--- src/lcd_defs.svh ---
// Offsets, field positions and timing figures of the LCD scan block
`ifndef LCD_DEFS_SVH
`define LCD_DEFS_SVH

// ----------------------------------------
// Display memory geometry
// ----------------------------------------
`define ROWS 4
`define COLS 44
`define COL_W 6
`define COL_LAST 6'd43
`define COL_END 6'd44
`define PTR_STEP 6'd2
`define LVL_W 3

// ----------------------------------------
// Byte and configuration register fields
// ----------------------------------------
`define RS_RAM 2'b01
`define RS_CMD 2'b00
`define PTR_CMD_TAG 2'b10
`define BIAS_RESERVED 2'b11

// ----------------------------------------
// Register byte addresses and responses
// ----------------------------------------
`define ADDR_BYTE 8'h00
`define ADDR_CONFIG 8'h04
`define ADDR_STATUS 8'h08
`define RESP_OKAY 2'b00
`define RESP_SLVERR 2'b10

// ----------------------------------------
// Timing
// ----------------------------------------
`define CLK_HZ 125000000
`define FRAME_HZ 200
`define SLOTS_PER_FRAME 8
`define SLOT_CNT_W 17

`endif

--- src/lcd_pkg.sv ---
// Types shared by the LCD scan block modules
`include "lcd_defs.svh"

package lcd_pkg;

    typedef enum logic [1:0] {
        BIAS_THIRD = 2'b00,
        BIAS_HALF = 2'b01,
        BIAS_QUARTER = 2'b10
    } bias_t;

    typedef logic [`LVL_W-1:0] level_t;

    typedef struct packed {
        logic awready;
        logic wready;
        logic bvalid;
        logic [1:0] bresp;
        logic aw_have;
        logic w_have;
        logic [7:0] awaddr;
        logic [31:0] wdata;
        logic [3:0] wstrb;
        logic arready;
        logic rvalid;
        logic [1:0] rresp;
        logic [31:0] rdata;
        logic [`COL_W-1:0] ptr;
        logic ptr_bad;
        bias_t bias;
        logic enable;
        logic ram_we;
        logic [`COL_W-1:0] ram_col;
        logic [7:0] ram_byte;
        logic load_d1;
        logic [`COLS-1:0] disp;
        logic [1:0] disp_row;
        logic disp_phase;
        level_t [`ROWS-1:0] bp;
        level_t [`COLS-1:0] seg;
    } top_state_t;

    typedef struct packed {
        logic [`SLOT_CNT_W-1:0] cnt;
        logic [1:0] row;
        logic phase;
        logic tick;
    } scan_state_t;

    typedef struct packed {
        logic [`ROWS-1:0][`COLS-1:0] cells;
        logic [`COLS-1:0] rd;
    } mem_state_t;

endpackage : lcd_pkg

--- src/ram_if.sv ---
// Write and read port of the display memory
`timescale 1ns/10ps
`include "lcd_defs.svh"

interface ram_if;
    logic we;
    logic [`COL_W-1:0] col;
    logic [7:0] wbyte;
    logic [1:0] rd_row;
    logic [`COLS-1:0] rd_data;

    modport owner (output we, output col, output wbyte, output rd_row, input rd_data);
    modport store (input we, input col, input wbyte, input rd_row, output rd_data);
endinterface : ram_if

--- src/lcd_display_ram_mux_scan.sv ---
// Display memory, column pointer and multiplexed drive of a 4 x 44 segment LCD
//
// Behaviour
// - Memory holds four rows by 44 columns
// - One drives element on, zero drives off
// - Rows map to backplanes, columns to segments
// - Display register holds row data during slot
// - Fixed 1:4 multiplex, all backplanes scanned
// - Bias setting picks 1/2, 1/3, 1/4
// - Data byte stored at pointer column
// - Pointer advances two columns per byte
// - Byte fills two columns of four rows
// - Pointer stops at end; overflow discarded
// - Pointer load 10 plus column 0..43
// - Reset clears pointer; memory stays arbitrary
// - Reset keeps memory, defaults other state
`timescale 1ns/10ps
`include "lcd_defs.svh"

module lcd_display_ram_mux_scan #(
    parameter int SLOT_CYCLES = `CLK_HZ / (`FRAME_HZ * `SLOTS_PER_FRAME)
) (
    input wire logic aclk,
    input wire logic aresetn,
    input wire logic awvalid,
    output logic awready,
    input wire logic [7:0] awaddr,
    input wire logic [2:0] awprot,
    input wire logic wvalid,
    output logic wready,
    input wire logic [31:0] wdata,
    input wire logic [3:0] wstrb,
    output logic bvalid,
    input wire logic bready,
    output logic [1:0] bresp,
    input wire logic arvalid,
    output logic arready,
    input wire logic [7:0] araddr,
    input wire logic [2:0] arprot,
    output logic rvalid,
    input wire logic rready,
    output logic [31:0] rdata,
    output logic [1:0] rresp,
    output lcd_pkg::level_t [3:0] backplane_outputs,
    output lcd_pkg::level_t [43:0] segment_outputs
);
    import lcd_pkg::*;

    // ----------------------------------------
    // State and helpers
    // ----------------------------------------
    top_state_t r;
    top_state_t n;

    logic aw_hs;
    logic w_hs;
    logic ar_hs;
    logic wr_go;
    logic at_byte;
    logic byte_wr;
    logic ptr_load;
    logic [7:0] cmd_byte;
    logic [`COL_W-1:0] ptr_sum;
    level_t top_lvl;
    logic tick;
    logic [1:0] scan_row;
    logic scan_phase;

    ram_if ram ();

    // ----------------------------------------
    // Sub-blocks
    // ----------------------------------------
    disp_ram u_ram (
        .aclk (aclk),
        .p (ram.store)
    );

    scan_gen #(
        .SLOT_CYCLES (SLOT_CYCLES)
    ) u_scan (
        .aclk (aclk),
        .aresetn (aresetn),
        .tick (tick),
        .row (scan_row),
        .phase (scan_phase)
    );

    assign ram.we = r.ram_we;
    assign ram.col = r.ram_col;
    assign ram.wbyte = r.ram_byte;
    assign ram.rd_row = scan_row;

    // ----------------------------------------
    // Bus decode
    // ----------------------------------------
    assign aw_hs = awvalid && r.awready;
    assign w_hs = wvalid && r.wready;
    assign ar_hs = arvalid && r.arready;
    assign wr_go = r.aw_have && r.w_have && !r.bvalid;
    assign cmd_byte = r.wdata[7:0];
    assign at_byte = wr_go && (r.awaddr == `ADDR_BYTE) && (r.wstrb[1:0] == 2'b11);
    assign byte_wr = at_byte && (r.wdata[9:8] == `RS_RAM);
    assign ptr_load = at_byte && (r.wdata[9:8] == `RS_CMD)
        && (cmd_byte[7:6] == `PTR_CMD_TAG);
    assign ptr_sum = r.ptr + `PTR_STEP;

    // Top drive level is a+1 for a bias of 1/(1+a)
    always_comb begin
        case (r.bias)
            BIAS_HALF: top_lvl = 3'd2;
            BIAS_THIRD: top_lvl = 3'd3;
            BIAS_QUARTER: top_lvl = 3'd4;
            default: top_lvl = 3'd3;
        endcase
    end

    // Second half of each row slot mirrors every level, so the cell sees no DC
    function automatic level_t drive(input level_t k, input logic ph, input level_t top);
        drive = ph ? level_t'(top - k) : k;
    endfunction : drive

    // ----------------------------------------
    // Next state
    // ----------------------------------------
    always_comb begin
        n = r;
        n.ram_we = 1'b0;
        n.load_d1 = tick;

        // Write channel: address and data taken in either order
        if (r.bvalid && bready) begin
            n.bvalid = 1'b0;
        end
        if (aw_hs) begin
            n.aw_have = 1'b1;
            n.awaddr = awaddr;
        end
        if (w_hs) begin
            n.w_have = 1'b1;
            n.wdata = wdata;
            n.wstrb = wstrb;
        end
        if (wr_go) begin
            n.aw_have = 1'b0;
            n.w_have = 1'b0;
            n.bvalid = 1'b1;
            if (r.awaddr == `ADDR_BYTE || r.awaddr == `ADDR_CONFIG) begin
                n.bresp = `RESP_OKAY;
            end else begin
                n.bresp = `RESP_SLVERR;
            end
        end

        // Configuration byte lane 0; the reserved bias code leaves bias unchanged
        if (wr_go && r.awaddr == `ADDR_CONFIG && r.wstrb[0]) begin
            if (r.wdata[1:0] != `BIAS_RESERVED) begin
                n.bias = bias_t'(r.wdata[1:0]);
            end
            n.enable = r.wdata[2];
        end

        // Column pointer
        if (ptr_load) begin
            if (cmd_byte[5:0] <= `COL_LAST) begin
                n.ptr = cmd_byte[5:0];
                n.ptr_bad = 1'b0;
            end else begin
                n.ptr_bad = 1'b1;
            end
        end else if (byte_wr && !r.ptr_bad && r.ptr < `COL_END) begin
            n.ram_we = 1'b1;
            n.ram_col = r.ptr;
            n.ram_byte = cmd_byte;
            if (ptr_sum >= `COL_END) begin
                n.ptr = `COL_END;
            end else begin
                n.ptr = ptr_sum;
            end
        end

        // Read channel answers one cycle after the address is taken
        if (r.rvalid && rready) begin
            n.rvalid = 1'b0;
        end
        if (ar_hs) begin
            n.rvalid = 1'b1;
            n.rresp = `RESP_OKAY;
            n.rdata = '0;
            case (araddr)
                `ADDR_BYTE: n.rdata = '0;
                `ADDR_CONFIG: n.rdata[2:0] = {r.enable, r.bias};
                `ADDR_STATUS: n.rdata[10:0] = {r.disp_phase, r.disp_row,
                    r.ptr == `COL_END, r.ptr_bad, r.ptr};
                default: n.rresp = `RESP_SLVERR;
            endcase
        end

        // Display register: a row is caught once per slot and then held
        if (r.load_d1) begin
            n.disp = ram.rd_data;
            n.disp_row = scan_row;
            n.disp_phase = scan_phase;
        end

        // Drive levels: selected backplane at the top, others at level 1;
        // segment at 0 when on, 2 when off; all at ground while disabled
        for (int i = 0; i < `ROWS; i++) begin
            if (!r.enable) begin
                n.bp[i] = '0;
            end else if (r.disp_row == 2'(i)) begin
                n.bp[i] = drive(top_lvl, r.disp_phase, top_lvl);
            end else begin
                n.bp[i] = drive(3'd1, r.disp_phase, top_lvl);
            end
        end
        for (int c = 0; c < `COLS; c++) begin
            if (!r.enable) begin
                n.seg[c] = '0;
            end else if (r.disp[c]) begin
                n.seg[c] = drive(3'd0, r.disp_phase, top_lvl);
            end else begin
                n.seg[c] = drive(3'd2, r.disp_phase, top_lvl);
            end
        end

        // One write and one read outstanding at most
        n.awready = !n.aw_have && !n.bvalid;
        n.wready = !n.w_have && !n.bvalid;
        n.arready = !n.rvalid;
    end

    // ----------------------------------------
    // Registers; memory lives in its own module and is not reset
    // ----------------------------------------
    always_ff @(posedge aclk) begin
        if (!aresetn) begin
            r <= '0;
        end else begin
            r <= n;
        end
    end

    assign awready = r.awready;
    assign wready = r.wready;
    assign bvalid = r.bvalid;
    assign bresp = r.bresp;
    assign arready = r.arready;
    assign rvalid = r.rvalid;
    assign rdata = r.rdata;
    assign rresp = r.rresp;
    assign backplane_outputs = r.bp;
    assign segment_outputs = r.seg;

    // ----------------------------------------
    // Checks
    // ----------------------------------------
    ptr_advance_a: assert property (@(posedge aclk) disable iff (!aresetn)
        (byte_wr && !ptr_load && !r.ptr_bad && r.ptr < 6'd42)
        |=> (r.ptr == $past(r.ptr) + 6'd2))
        else $error("pointer did not advance by two");

    ptr_stop_a: assert property (@(posedge aclk) disable iff (!aresetn)
        (byte_wr && !r.ptr_bad && r.ptr >= 6'd42) |=> (r.ptr == 6'd44) [*2])
        else $error("pointer did not stop at the end");

    ptr_load_a: assert property (@(posedge aclk) disable iff (!aresetn)
        (ptr_load && cmd_byte[5:0] <= 6'd43)
        |=> (r.ptr == $past(cmd_byte[5:0]) && !r.ptr_bad))
        else $error("valid pointer load not taken");

    ptr_reject_a: assert property (@(posedge aclk) disable iff (!aresetn)
        (ptr_load && cmd_byte[5:0] > 6'd43) |=> (r.ptr_bad && $stable(r.ptr)))
        else $error("out of range pointer not ignored");

    ram_write_a: assert property (@(posedge aclk) disable iff (!aresetn)
        (byte_wr && !r.ptr_bad && r.ptr < 6'd44)
        |=> (r.ram_we && r.ram_col == $past(r.ptr) && r.ram_byte == $past(cmd_byte))
        ##1 !r.ram_we)
        else $error("data byte not written at pointer");

    no_write_a: assert property (@(posedge aclk) disable iff (!aresetn)
        (byte_wr && (r.ptr_bad || r.ptr == 6'd44)) |=> !r.ram_we)
        else $error("byte written past end or with bad pointer");

    reset_ptr_a: assert property (@(posedge aclk)
        $rose(aresetn) |-> (r.ptr == 6'd0 && !r.ptr_bad && !r.enable))
        else $error("pointer not cleared by reset");

    disp_hold_a: assert property (@(posedge aclk) disable iff (!aresetn)
        !r.load_d1 |=> $stable(r.disp))
        else $error("display register changed inside a slot");

    bp_select_a: assert property (@(posedge aclk) disable iff (!aresetn)
        (r.enable && !r.disp_phase) |=> (r.bp[$past(r.disp_row)] == $past(top_lvl)))
        else $error("active backplane not at top level");

    seg_level_a: assert property (@(posedge aclk) disable iff (!aresetn)
        (r.enable && !r.disp_phase) |=> (r.seg[0] == ($past(r.disp[0]) ? 3'd0 : 3'd2)))
        else $error("segment level does not follow stored bit");

    seg_last_a: assert property (@(posedge aclk) disable iff (!aresetn)
        (r.enable && !r.disp_phase) |=> (r.seg[43] == ($past(r.disp[43]) ? 3'd0 : 3'd2)))
        else $error("last segment level does not follow stored bit");

    ram_select_a: assert property (@(posedge aclk) disable iff (!aresetn)
        r.ram_we |-> $past(byte_wr))
        else $error("memory written without a data byte");

    bias_half_a: assert property (@(posedge aclk) disable iff (!aresetn)
        (r.enable && !r.disp_phase && r.bias == BIAS_HALF)
        |=> (r.bp[$past(r.disp_row)] == 3'd2))
        else $error("half bias top level wrong");

    bias_third_a: assert property (@(posedge aclk) disable iff (!aresetn)
        (r.enable && !r.disp_phase && r.bias == BIAS_THIRD)
        |=> (r.bp[$past(r.disp_row)] == 3'd3))
        else $error("third bias top level wrong");

    bias_quarter_a: assert property (@(posedge aclk) disable iff (!aresetn)
        (r.enable && !r.disp_phase && r.bias == BIAS_QUARTER)
        |=> (r.bp[$past(r.disp_row)] == 3'd4))
        else $error("quarter bias top level wrong");

    bp_other_a: assert property (@(posedge aclk) disable iff (!aresetn)
        (r.enable && !r.disp_phase && r.disp_row != 2'd0) |=> (r.bp[0] == 3'd1))
        else $error("idle backplane not at level one");

    bp_mirror_a: assert property (@(posedge aclk) disable iff (!aresetn)
        (r.enable && r.disp_phase) |=> (r.bp[$past(r.disp_row)] == 3'd0))
        else $error("active backplane not at ground in second half");

    drive_off_a: assert property (@(posedge aclk) disable iff (!aresetn)
        !r.enable |=> (r.bp == '0 && r.seg == '0))
        else $error("outputs not at ground while display is off");

endmodule : lcd_display_ram_mux_scan

--- src/disp_ram.sv ---
// Four by forty-four bit display memory, byte written as two columns
`timescale 1ns/10ps
`include "lcd_defs.svh"

module disp_ram (
    input wire logic aclk,
    ram_if.store p
);
    import lcd_pkg::*;

    mem_state_t m;
    mem_state_t n;
    logic [`COLS-1:0] hit_hi;
    logic [`COLS-1:0] hit_lo;

    // ----------------------------------------
    // Column selects; a low nibble past column 43 has no column and is lost
    // ----------------------------------------
    genvar c;
    generate
        for (c = 0; c < `COLS; c++) begin : g_col
            assign hit_hi[c] = p.we && (p.col == `COL_W'(c));
            assign hit_lo[c] = p.we && (p.col + `COL_W'(1) == `COL_W'(c));
        end
    endgenerate

    always_comb begin
        n = m;
        for (int r = 0; r < `ROWS; r++) begin
            for (int k = 0; k < `COLS; k++) begin
                if (hit_hi[k]) begin
                    n.cells[r][k] = p.wbyte[7-r];
                end else if (hit_lo[k]) begin
                    n.cells[r][k] = p.wbyte[3-r];
                end
            end
        end
        n.rd = m.cells[p.rd_row];
    end

    // No reset: contents survive a reset and start out arbitrary
    always_ff @(posedge aclk) begin
        m <= n;
    end

    assign p.rd_data = m.rd;

    hi_nibble_a: assert property (@(posedge aclk)
        p.we |=> (m.cells[0][$past(p.col)] == $past(p.wbyte[7])))
        else $error("high nibble bit 7 not stored in row 0");

    lo_nibble_a: assert property (@(posedge aclk)
        (p.we && p.col < 6'd43) |=> (m.cells[3][$past(p.col) + 6'd1] == $past(p.wbyte[0])))
        else $error("low nibble bit 0 not stored in next column");

endmodule : disp_ram

--- src/scan_gen.sv ---
// Slot divider and backplane row sequencer
`timescale 1ns/10ps
`include "lcd_defs.svh"

module scan_gen #(
    parameter int SLOT_CYCLES = 78125
) (
    input wire logic aclk,
    input wire logic aresetn,
    output logic tick,
    output logic [1:0] row,
    output logic phase
);
    import lcd_pkg::*;

    scan_state_t s;
    scan_state_t n;

    // Each row gets two slots of opposite polarity, so the cell sees no DC
    always_comb begin
        n = s;
        n.tick = 1'b0;
        if (s.cnt == `SLOT_CNT_W'(SLOT_CYCLES - 1)) begin
            n.cnt = '0;
            n.tick = 1'b1;
            n.phase = ~s.phase;
            if (s.phase) begin
                n.row = s.row + 2'd1;
            end
        end else begin
            n.cnt = s.cnt + `SLOT_CNT_W'(1);
        end
    end

    always_ff @(posedge aclk) begin
        if (!aresetn) begin
            s <= '0;
        end else begin
            s <= n;
        end
    end

    assign tick = s.tick;
    assign row = s.row;
    assign phase = s.phase;

    row_order_a: assert property (@(posedge aclk) disable iff (!aresetn)
        $changed(s.row) |-> (s.row == $past(s.row) + 2'd1 && s.tick && !s.phase))
        else $error("backplane rows not scanned in order");

endmodule : scan_gen

--- config.mk ---
export PLATFORM = sky130hd
export DESIGN_NAME = lcd_display_ram_mux_scan
export DESIGN_NICKNAME = d
export VERILOG_FILES = /design/src/lcd_pkg.sv /design/src/ram_if.sv /design/src/lcd_display_ram_mux_scan.sv /design/src/disp_ram.sv /design/src/scan_gen.sv
export VERILOG_INCLUDE_DIRS = /design/src
export SDC_FILE = /design/constraint.sdc
export NUM_CORES = 1
export LEC_CHECK = 0
export BUFFER_PORTS_ARGS = -buffer_cell sky130_fd_sc_hd__buf_2
export CELL_PAD_IN_SITES_DETAIL_PLACEMENT = 0
export CELL_PAD_IN_SITES_GLOBAL_PLACEMENT = 1
export CORE_UTILIZATION = 52
export CTS_BUF_LIST = sky130_fd_sc_hd__clkbuf_4
export DETAILED_ROUTE_END_ITERATION = 12
export HOLD_SLACK_MARGIN = 0.05
export PLACE_DENSITY = 0.95
export SYNTH_ARGS = -nofsm -noshare
export SYNTH_HDL_FRONTEND = slang
export SYNTH_SLANG_ARGS = --single-unit
export TNS_END_PERCENT = 10
--- constraint.sdc ---
create_clock -name aclk -period 3.5 [get_ports aclk]
set_input_delay 0.175 -clock aclk [delete_from_list [all_inputs] [get_ports aclk]]
set_output_delay 0.175 -clock aclk [all_outputs]
set_load 0.05 [all_outputs]
==> flow_summary.ini, run 1 <==
[run_status]
status = finished, final reports clean

[power]
clockPowerShare_pct = 42.0
internal-power_uw = 8430
combPwrFrac_pct = 2.3
power_density_nw_per_um2 = 463
power.share.switching_pct = 21.6
total_power_uw = 10700
p_switching_uw = 2320
p_leak_uw = 0.00969
seqPwrFrac_pct = 55.7
irDropWorstVdd_v = 0.000188

[setup_path]
crit_end = rdata[2]$_SDFFE_PN0P_
worst-r2r-cell-count = 4
setup.worst_path.class = input pin to register
cp-startpoint = araddr[0]
reg2reg_to = u_ram.m[72]$_DFFE_PP_
start_kind = input pin
crit_arrival_ns = 3.69
critPathMaxFanout = 3
endpoint_kind = register
reg2reg_from = ram.col[4]$_SDFFE_PN0P_
r2r_slack_ns = 0.89
critPathRequiredTime_ns = 4.24

[placement]
post-place-ws_ns = 0.984
io_buffers = 196
dpl.hpwl_mm = 24.3
place.gp.congestion = 0.784

[grt]
use_met1_pct = 25.1
grt_util_met3_pct = 4.23
track_usage_pct = 19.8
met2_usage_pct = 32.9
grt_max_degree = 89
grt_most_used_layer = met2
grt_pass1_vias = 13013
antenna_found_initial = 1
grt_overflow_total = 0
grt_pass1_wl_mm = 65.7

[die]
core_region_area_um2 = 39800
die_w_um = 203
die_area_um2 = 41300
start_util_pct = 52.8
io_pins = 250
die_h_um = 203
fp-row-count = 73

[timing]
hold_viol = 0
whs_ns = 0.165
tns_ns = 0
slew_headroom_pct = 28.4
period_needed_ns = 2.95
layout_setup_ws_ns = 0.551
timing.final.crit_share_pct = 84.3
finalClockSkew_ns = 0.0623
max_freq_mhz = 339
rsz0062_at_grt = false
worst_slew_pin_slew_ns = 1.07
finalSetupViolations = 0
maxSlewViolCount = 0

[clocking]
clk_pin_slew_worst_paths_ns = 0.07
cts_tree = yes
cts-root-buf = clkbuf_4
htreeDepth = 3
clk_latency_ns = 0.80
cts_made_buffers = 117
cts.sinks = 498
cts_resized = 0
clock_path_buffers = 3

[detailed_routing]
avgViaCountPerCell = 5.16
routed_wl_mm = 40.6
first_iter_violations = 901
avgRoutedWirePerCell_um = 16.0
drc = 0
postRouteAntennaNets = 0
via_count = 13076
dr.pass1.iters = 5

[hold_path]
hold_path_class = input pin to register

[cells_and_area]
drive_above_1_share_pct = 31.2
fin_util_pct = 58.3
syn_to_final_growth_pct = 10.4
layout.nets = 1988

[synthesis]
syn_area_um2 = 21000
async_reset_ff_share_pct = 0
synth_fa_ha_area_share_pct = 0.416
ys.flop_type = dfxtp_1
synth_xor_xnor_area_share_pct = 2.62
synthMuxAreaShare_pct = 16.3
avgSynthCellArea_um2 = 11.7
yosysSeqAreaShare_pct = 55.7
synth_compound_gate_area_share_pct = 3.44
ys_warn_count = 0
synth_top_family_by_area = multiplexers
synth_cell_types = 63
synth_edf_count = 176
yosys.area_share.simple_pct = 12.6
synth.ff_latch_count = 498
syn_inst = 1803

[flow_run]
drv_cap = 0
==> through the flow <==
stage,instances,area [µm²]
2_1_floorplan,1825,21100
3_3_place_gp,2254,21100
3_5_place_dp,2254,21100
4_1_cts,2533,23200
5_1_grt,2534,23200
6_report,2534,23200
==> synthesized netlist by cell type (3+ instances only) <==
cell      count  area share, %
a21boi_0     36            1.3
a21oi_1      23           0.55
a22oi_1       3           0.11
and2_1       55            1.6
and3_1       12           0.36
and3b_1       4           0.17
buf_1         9           0.16
buf_2         6           0.14
buf_4       181            6.5
clkbuf_1    105            1.9
dfxtp_1     322             31
edfxtp_1    176             25
ha_1          7           0.42
inv_1         9           0.16
mux2_2      164            8.8
mux2i_1      60            2.9
mux4_2       44            4.7
nand2_1     170            3.0
nand2b_1     11           0.33
nand3_1      21           0.50
nand3b_1      4           0.14
nand4_1      11           0.33
nor2_1      150            2.7
nor2b_1      67            2.0
nor3_1       16           0.38
nor4_1        4           0.12
o21a_1        4           0.14
o21ai_0      22           0.52
o22ai_1       4           0.12
or2_2         4           0.12
xnor2_1       6           0.25
xor2_1       57            2.4
==> logic make-up after synthesis <==
| family | after synthesis |
|---|---|
| AO/OA/AOI/OAI | 109 |
| XOR/XNOR | 63 |
| adder cells (fa/ha/maj) | 7 |
| buffers and inverters | 311 |
| flip-flops | 498 |
| multiplexers | 268 |
| other | 1 |
| AND/OR/NAND/NOR | 546 |
==> final cells by class <==
class | count | area [µm²]
tap | 525 | 657
inverter | 9 | 33.8
sequential | 498 | 11700
clock inverter | 35 | 171
timing repair buffer | 274 | 1750
antenna | 1 | 2.50
fill | 3151 | 16600
clock buffer | 176 | 1320
multi-input combinational | 1016 | 7550
==> worst min-delay path by stage <==
stage	start	endpoint	slack [ns]	cells past startpoint
6_report	wvalid	r[297]$_SDFF_PN0_	0.17	4
5_1_grt	wvalid	wready$_SDFF_PN0_	0.18	3
4_1_cts	wvalid	r[297]$_SDFF_PN0_	0.09	4
3_5_place_dp	u_scan.tick$_SDFF_PN0_	r[191]$_SDFF_PN0_	0.42	1
3_3_place_gp	u_scan.tick$_SDFF_PN0_	r[191]$_SDFF_PN0_	0.42	1
2_1_floorplan	awaddr[3]	r[292]$_SDFFE_PN0P_	0.32	2
==> registers in the layout (all words and copies together), names as in the netlist, 2 cells and up <==
signal	cells
u_ram.m	176
segment_outputs	132
r	72
u_ram.p.rd_data	44
u_scan.s	17
backplane_outputs	12
rdata	11
cmd_byte	8
ram.wbyte	8
ram.col	6
u_scan.row	2
==> critical path: stages <==
cell and delay [ns]:
dlygate4sd3_1 0.54, buf_2 0.12, nor2_1 0.07, dlygate4sd3_1 0.58, nand2_1 0.08, dlygate4sd3_1 0.62
nor3_1 0.18, dlygate4sd3_1 0.60, a21oi_1 0.05, dlygate4sd3_1 0.57, nor2b_1 0.10
==> layer usage <==
layer	up-vias	part of all wire, %
li1	6267	-
met1	6242	43
met2	495	48
met3	72	6.7
met4	0	2.4
met5	-	0
==> power by group through the flow <==
stage                     clock [µW]  sequential [µW]  combinational (µW)
after floorplan                    0             6120                 160
after global placement             0             6110                 192
after detailed placement           0             6110                 195
after CTS                       4660             5980                 245
after global routing            4990             5980                 269
final                           4520             5980                 250
==> layout by cell type (no fill, tap or decap), types with 3 or more instances in the layout <==
master | Yosys | final
and3b_1 | 4 | 4
buf_2 | 6 | 196
nand3b_1 | 4 | 4
and3_1 | 12 | 12
ha_1 | 7 | 7
nand2b_1 | 11 | 11
a21oi_1 | 23 | 23
clkbuf_4 | 0 | 176
inv_1 | 9 | 9
or2_2 | 4 | 4
dfxtp_2 | 0 | 11
nor4_1 | 4 | 4
buf_4 | 181 | 9
o22ai_1 | 4 | 4
a21boi_0 | 36 | 36
nor2_1 | 150 | 149
edfxtp_1 | 176 | 176
xnor2_1 | 6 | 6
and2_1 | 55 | 55
mux2_2 | 164 | 164
mux4_2 | 44 | 44
xor2_1 | 57 | 57
nand2_1 | 170 | 169
a22oi_1 | 3 | 3
nor3_1 | 16 | 16
o21ai_0 | 22 | 22
mux2i_1 | 60 | 60
dfxtp_1 | 322 | 311
nor2b_1 | 67 | 66
conb_1 | 1 | 23
o21a_1 | 4 | 4
clkinv_1 | 0 | 27
nand4_1 | 11 | 11
clkinvlp_4 | 0 | 3
nand3_1 | 21 | 21
dlygate4sd3_1 | 0 | 68
==> what timing repair did <==
item,4_1_cts,5_1_grt
buffers inserted,0,0
hold buffers,68,0
endpoints found under the hold margin,134,0
(Power assumes the default switching activity.)
==> inputs of run 2 (changes only) <==
--- a/config.mk
+++ b/config.mk
@@ -9,11 +9,11 @@
 export BUFFER_PORTS_ARGS = -buffer_cell sky130_fd_sc_hd__buf_2
 export CELL_PAD_IN_SITES_DETAIL_PLACEMENT = 0
 export CELL_PAD_IN_SITES_GLOBAL_PLACEMENT = 1
-export CORE_UTILIZATION = 52
+export CORE_UTILIZATION = 48
 export CTS_BUF_LIST = sky130_fd_sc_hd__clkbuf_4
 export DETAILED_ROUTE_END_ITERATION = 12
 export HOLD_SLACK_MARGIN = 0.05
-export PLACE_DENSITY = 0.95
+export PLACE_DENSITY = 0.92
 export SYNTH_ARGS = -nofsm -noshare
 export SYNTH_HDL_FRONTEND = slang
 export SYNTH_SLANG_ARGS = --single-unit
==> constraint.sdc (replaced) <==
create_clock -name aclk -period 3.05 [get_ports aclk]
set_input_delay 0.1525 -clock aclk [delete_from_list [all_inputs] [get_ports aclk]]
set_output_delay 0.1525 -clock aclk [all_outputs]
set_load 0.05 [all_outputs]
==> flow_summary.ini, run 2 (synthesis gave the netlist of run 1 again) <==
[detailed_routing]
first_iter_violations = 844
postRouteAntennaNets = 0
dr.pass1.iters = 7
avgViaCountPerCell = 5.02
via_count = 13102
drc = 0
avgRoutedWirePerCell_um = 16.1
routed_wl_mm = 42.1

[setup_path]
critical_path.top_delay_family = buffers and inverters
critPathMaxFanout = 4
reg2reg_to = u_ram.m[196]$_DFFE_PP_
critPathRequiredTime_ns = 3.78
worst-r2r-cell-count = 4
crit_path_top_delay_cell = dlygate4sd3_1
crit_top_cell = dlygate4sd3_1
max_stage_delay_ns = 0.63
path_buf_inv = 5
path_cells = dlygate4sd3_1 > buf_2 > nor4_1 > dlygate4sd3_1 > nand2_1 > nor3_1 > dlygate4sd3_1 > a21oi_1 > dlygate4sd3_1 > nor2b_1
reg2reg_from = ram.col[2]$_SDFFE_PN0P_
endpoint_kind = register
crit_arrival_ns = 3.41
start_kind = input pin
cp-startpoint = araddr[5]
r2r_slack_ns = 0.64
setup.worst_path.class = input pin to register

[grt]
grt_pass1_wl_mm = 66.2
grt_pass1_vias = 13019
track_usage_pct = 18.7
grt_max_degree = 65
antenna_found_initial = 1
grt_util_met3_pct = 3.56
use_met1_pct = 22.5
grt_overflow_total = 0
met2_usage_pct = 32.6
grt_most_used_layer = met2

[placement]
dpl_cell_area_um2 = 21200
place.gp.congestion = 0.772
dpl.hpwl_mm = 25.0
post-place-ws_ns = 0.745
io_buffers = 196

[clocking]
clk_latency_ns = 0.85
cts_made_buffers = 118
cts.sinks = 498
htreeDepth = 3
clk_pin_slew_worst_paths_ns = 0.07
cts_tree = yes
clock_path_buffers = 3
cts-root-buf = clkbuf_4
cts_setup_buffers = 0

[cells_and_area]
drive_above_1_share_pct = 31.1
largest_register = u_ram.m
fin_util_pct = 54.5
final_common_cell = dfxtp_1
layout.nets = 2007
syn_to_final_growth_pct = 11.7
final_cell_mix = 311 x dfxtp_1, 196 x buf_2, 177 x clkbuf_4, 176 x edfxtp_1, 169 x nand2_1
largest_reg_flops = 176
final_area_um2 = 23500

[die]
start_util_pct = 48.7
io_pins = 250
core_region_area_um2 = 43200
die_h_um = 211
die_area_um2 = 44700
die_w_um = 211
fp-row-count = 76

[flow_run]
drv_cap = 0

[timing]
worst_slew_pin_slew_ns = 1.11
maxSlewViolCount = 0
finalClockSkew_ns = 0.0719
max_freq_mhz = 373
hold_viol = 0
period_needed_ns = 2.68
layout_setup_ws_ns = 0.371
rsz0062_at_grt = false
timing.final.crit_share_pct = 87.8
whs_ns = 0.132
slew_headroom_pct = 25.9
finalSetupViolations = 0
tns_ns = 0

[power]
p_leak_uw = 0.00979
power.share.switching_pct = 21.8
power_density_nw_per_um2 = 531
irDropWorstVdd_v = 0.000257
p_switching_uw = 2730
clockPowerShare_pct = 42.7
seqPwrFrac_pct = 54.9
combPwrFrac_pct = 2.4
internal-power_uw = 9770

[hold_path]
worst_hold_path.endpoint = r[297]$_SDFF_PN0_
hold_start = wvalid
holdPathStages = 4
hold_path_class = input pin to register

[run_status]
status = finished, final reports clean
-- run 2: cell count changes in the layout (fill, tap and decap cells not counted), sizes merged --
cell         delta
dlygate4sd3    +12
buf             +6
clkinvlp        -3
clkinv          +2
bufinv          +1
clkbuf          +1
inv             -1
-- run 2: through the flow --
stage,instances,total power [µW]
floorplan,1825,7210
global placement,2320,7230
detailed placement,2320,7240
CTS,2610,12700
global route,2612,13000
finish,2612,12500
-- run 2: worst max-delay path by stage --
stage	endpoint	slack (ns)	cells after the start
finish	rdata[0]$_SDFFE_PN0P_	0.37	10
global route	rdata[0]$_SDFFE_PN0P_	0.17	10
CTS	rdata[0]$_SDFFE_PN0P_	0.35	11
detailed placement	u_ram.m[104]$_DFFE_PP_	0.74	3
global placement	u_ram.m[48]$_DFFE_PP_	0.81	4
floorplan	u_ram.m[122]$_DFFE_PP_	1.12	5
-- run 2: layout make-up --
class / instances / area, µm²
clock buffer: 177 / 1330
sequential: 498 / 11700
clock inverter: 34 / 183
multi-input combinational: 1016 / 7550
inverter: 9 / 33.8
tap: 585 / 732
antenna: 1 / 2.50
timing repair buffer: 292 / 1940
fill: 3630 / 19700
-- run 2: power by group through the flow --
stage | logic, µW | registers (µW) | clock network, µW
6_report | 299 | 6870 | 5330
5_1_grt | 322 | 6860 | 5810
4_1_cts | 290 | 6860 | 5500
3_5_place_dp | 223 | 7010 | 0
3_3_place_gp | 221 | 7010 | 0
2_1_floorplan | 184 | 7020 | 0
-- run 2: worst register-to-register path, stage by stage, from the launching register on --
cell,delay (ns)
dfxtp_1,0.60
nand2b_1,0.19
nor3_1,0.62
nand2_1,0.35
mux2_2,0.35
-- run 2: repair_timing --
action,4_1_cts,5_1_grt
resized for setup,0,0
setup endpoints to repair,0,1
hold buffers,79,2
endpoints found under the hold margin,112,1
-- run 2: metal layers --
metal,vias to the layer above,routed length [µm]
li1,6300,-
met1,6312,17600
met2,424,21200
met3,66,2400
met4,0,838
met5,-,0
==> inputs of run 3 (changes only) <==
--- a/config.mk
+++ b/config.mk
@@ -14,6 +14,7 @@
 export DETAILED_ROUTE_END_ITERATION = 12
 export HOLD_SLACK_MARGIN = 0.05
 export PLACE_DENSITY = 0.92
+export RECOVER_POWER = 100
 export SYNTH_ARGS = -nofsm -noshare
 export SYNTH_HDL_FRONTEND = slang
 export SYNTH_SLANG_ARGS = --single-unit
==> flow_summary.ini, run 3 (synthesis gave the netlist of run 1 again) <==
[run_status]
status = finished with violations
violations = capacitance limit, slew limit

[power]
power_density_nw_per_um2 = 537
clockPowerShare_pct = 42.7
irDropWorstVdd_v = 0.000255
internal-power_uw = 9760
total_power_uw = 12500
p_leak_uw = 0.00897
combPwrFrac_pct = 2.3
power.share.switching_pct = 21.8
seqPwrFrac_pct = 55.0
p_switching_uw = 2720

[die]
core_region_area_um2 = 43200
die_h_um = 211
fp-row-count = 76
io_pins = 250
die_w_um = 211
start_util_pct = 48.7
die_area_um2 = 44700

[grt]
track_usage_pct = 18.7
grt_pass1_wl_mm = 66.2
grt_max_degree = 65
antenna_found_initial = 1
grt_overflow_total = 0
grt_pass1_vias = 13019

[cells_and_area]
largest_register = u_ram.m
final_common_cell = dfxtp_1
layout.nets = 2007
largest_reg_flops = 176
final_cell_mix = 312 x dfxtp_1, 177 x clkbuf_4, 176 x edfxtp_1, 170 x clkbuf_1, 169 x nand2_1
drive_above_1_share_pct = 22.4
syn_to_final_growth_pct = 10.4

[setup_path]
path_buf_inv = 5
setup.worst_path.class = input pin to register
critPathMaxFanout = 4
cp-startpoint = araddr[5]
crit_path_top_delay_cell = dlygate4sd3_1
crit_end = rdata[0]$_SDFFE_PN0P_
critPathRequiredTime_ns = 3.77
r2r_slack_ns = 0.44
reg2reg_to = r[213]$_SDFFE_PN0P_
start_kind = input pin
max_stage_delay_ns = 0.63
reg2reg_from = r[292]$_SDFFE_PN0P_
path_cells = dlygate4sd3_1 > buf_2 > nor4_1 > dlygate4sd3_1 > nand2_1 > nor3_1 > dlygate4sd3_1 > a21oi_1 > dlygate4sd3_1 > nor2b_1
cp.depth = 10
crit_top_cell = dlygate4sd3_1
crit_arrival_ns = 3.41
endpoint_kind = register
worst-r2r-cell-count = 5
critical_path.top_delay_family = buffers and inverters

[detailed_routing]
drc = 0
first_iter_violations = 860
postRouteAntennaNets = 0
avgRoutedWirePerCell_um = 16.2
avgViaCountPerCell = 4.99
dr.pass1.iters = 5
routed_wl_mm = 42.2
via_count = 13024

[timing]
finalClockSkew_ns = 0.0701
maxSlewViolCount = 101
finalSetupViolations = 0
hold_viol = 0
slew_headroom_pct = -26.8
max_freq_mhz = 372
rsz0062_at_grt = false
period_needed_ns = 2.69
tns_ns = 0
timing.final.crit_share_pct = 88.1
worst_slew_pin_slew_ns = 1.90

[clocking]
clk_pin_slew_worst_paths_ns = 0.06
htreeDepth = 3
cts_made_buffers = 118
cts_setup_buffers = 0
clk_latency_ns = 0.85
clock_path_buffers = 3
cts_tree = yes
cts-root-buf = clkbuf_4
cts.sinks = 498

[placement]
place.gp.congestion = 0.772
dpl.hpwl_mm = 25.0
io_buffers = 196

[hold_path]
hold_path_class = input pin to register

[flow_run]
drv_cap = 2
## run 3: cell count changes in the layout (fill, tap and decap cells not counted), moves of 2 or more
cell      before  now
clkbuf_1       0  170
buf_2        196   33
and2_0         2   18
and2_1        55   39
buf_4         13    4
clkbuf_2       0    2
## run 3: per-stage QoR
stage | instance area (µm²) | setup slack (ns) | hold slack, ns | util [%] | cells
after floorplan | 21100 | 1.12 | 0.297 | - | 1825
after global placement | 21200 | 0.811 | 0.412 | 49.1 | 2320
after detailed placement | 21200 | 0.745 | 0.420 | 49.1 | 2320
after CTS | 23500 | 0.346 | 0.0605 | 54.4 | 2610
after global routing | 23200 | 0.169 | 0.184 | 53.8 | 2612
final | 23200 | 0.364 | 0.137 | 53.8 | 2612
## run 3: layer usage
layer  vias up  wire [µm]  track usage [%]
li1       6296          -                -
met1      6277      17800             22.5
met2       380      21200             32.6
met3        71       2370             3.56
met4         0        849             7.85
met5         -          0                0
## run 3: layout make-up
| type | count | area (µm²) |
|---|---|---|
| diodes | 1 | 2.50 |
| clock buffers | 177 | 1330 |
| clock inverters | 34 | 183 |
| fillers | 3729 | 19900 |
| inverters | 9 | 33.8 |
| multi-input cells | 1016 | 7510 |
| flip-flops and latches | 498 | 11700 |
| well taps | 585 | 732 |
| repair buffers | 292 | 1700 |
## run 3: worst min path at each step
stage	from	endpoint	slack [ns]	depth (start not counted)
after floorplan	awaddr[3]	r[292]$_SDFFE_PN0P_	0.30	2
after global placement	awaddr[7]	r[296]$_SDFFE_PN0P_	0.41	3
after detailed placement	awaddr[7]	r[296]$_SDFFE_PN0P_	0.42	3
after CTS	wvalid	r[297]$_SDFF_PN0_	0.06	4
after global routing	wvalid	r[297]$_SDFF_PN0_	0.18	4
final	wvalid	r[297]$_SDFF_PN0_	0.14	4
## run 3: power groups by stage
stage                     Sequential [µW]  Combinational (µW)  Clock (µW)
after floorplan                      7020                 184           0
after global placement               7010                 221           0
after detailed placement             7010                 223           0
after CTS                            6860                 290        5500
after global routing                 6860                 317        5810
final                                6870                 293        5330
## run 3: repair_timing
action | 4_1_cts | 5_1_grt
setup endpoints to repair | 0 | 1
gates resized for setup | 0 | 0
hold buffers | 79 | 2
endpoints found under the hold margin | 112 | 1
## run 3: worst reg2reg max path, cell delays in order, from the launching register on
cell,delay (ns)
dfxtp_1,0.31
or4_1,0.58
nand4b_1,0.68
or2_0,0.59
a311oi_1,0.32
a31o_1,0.13
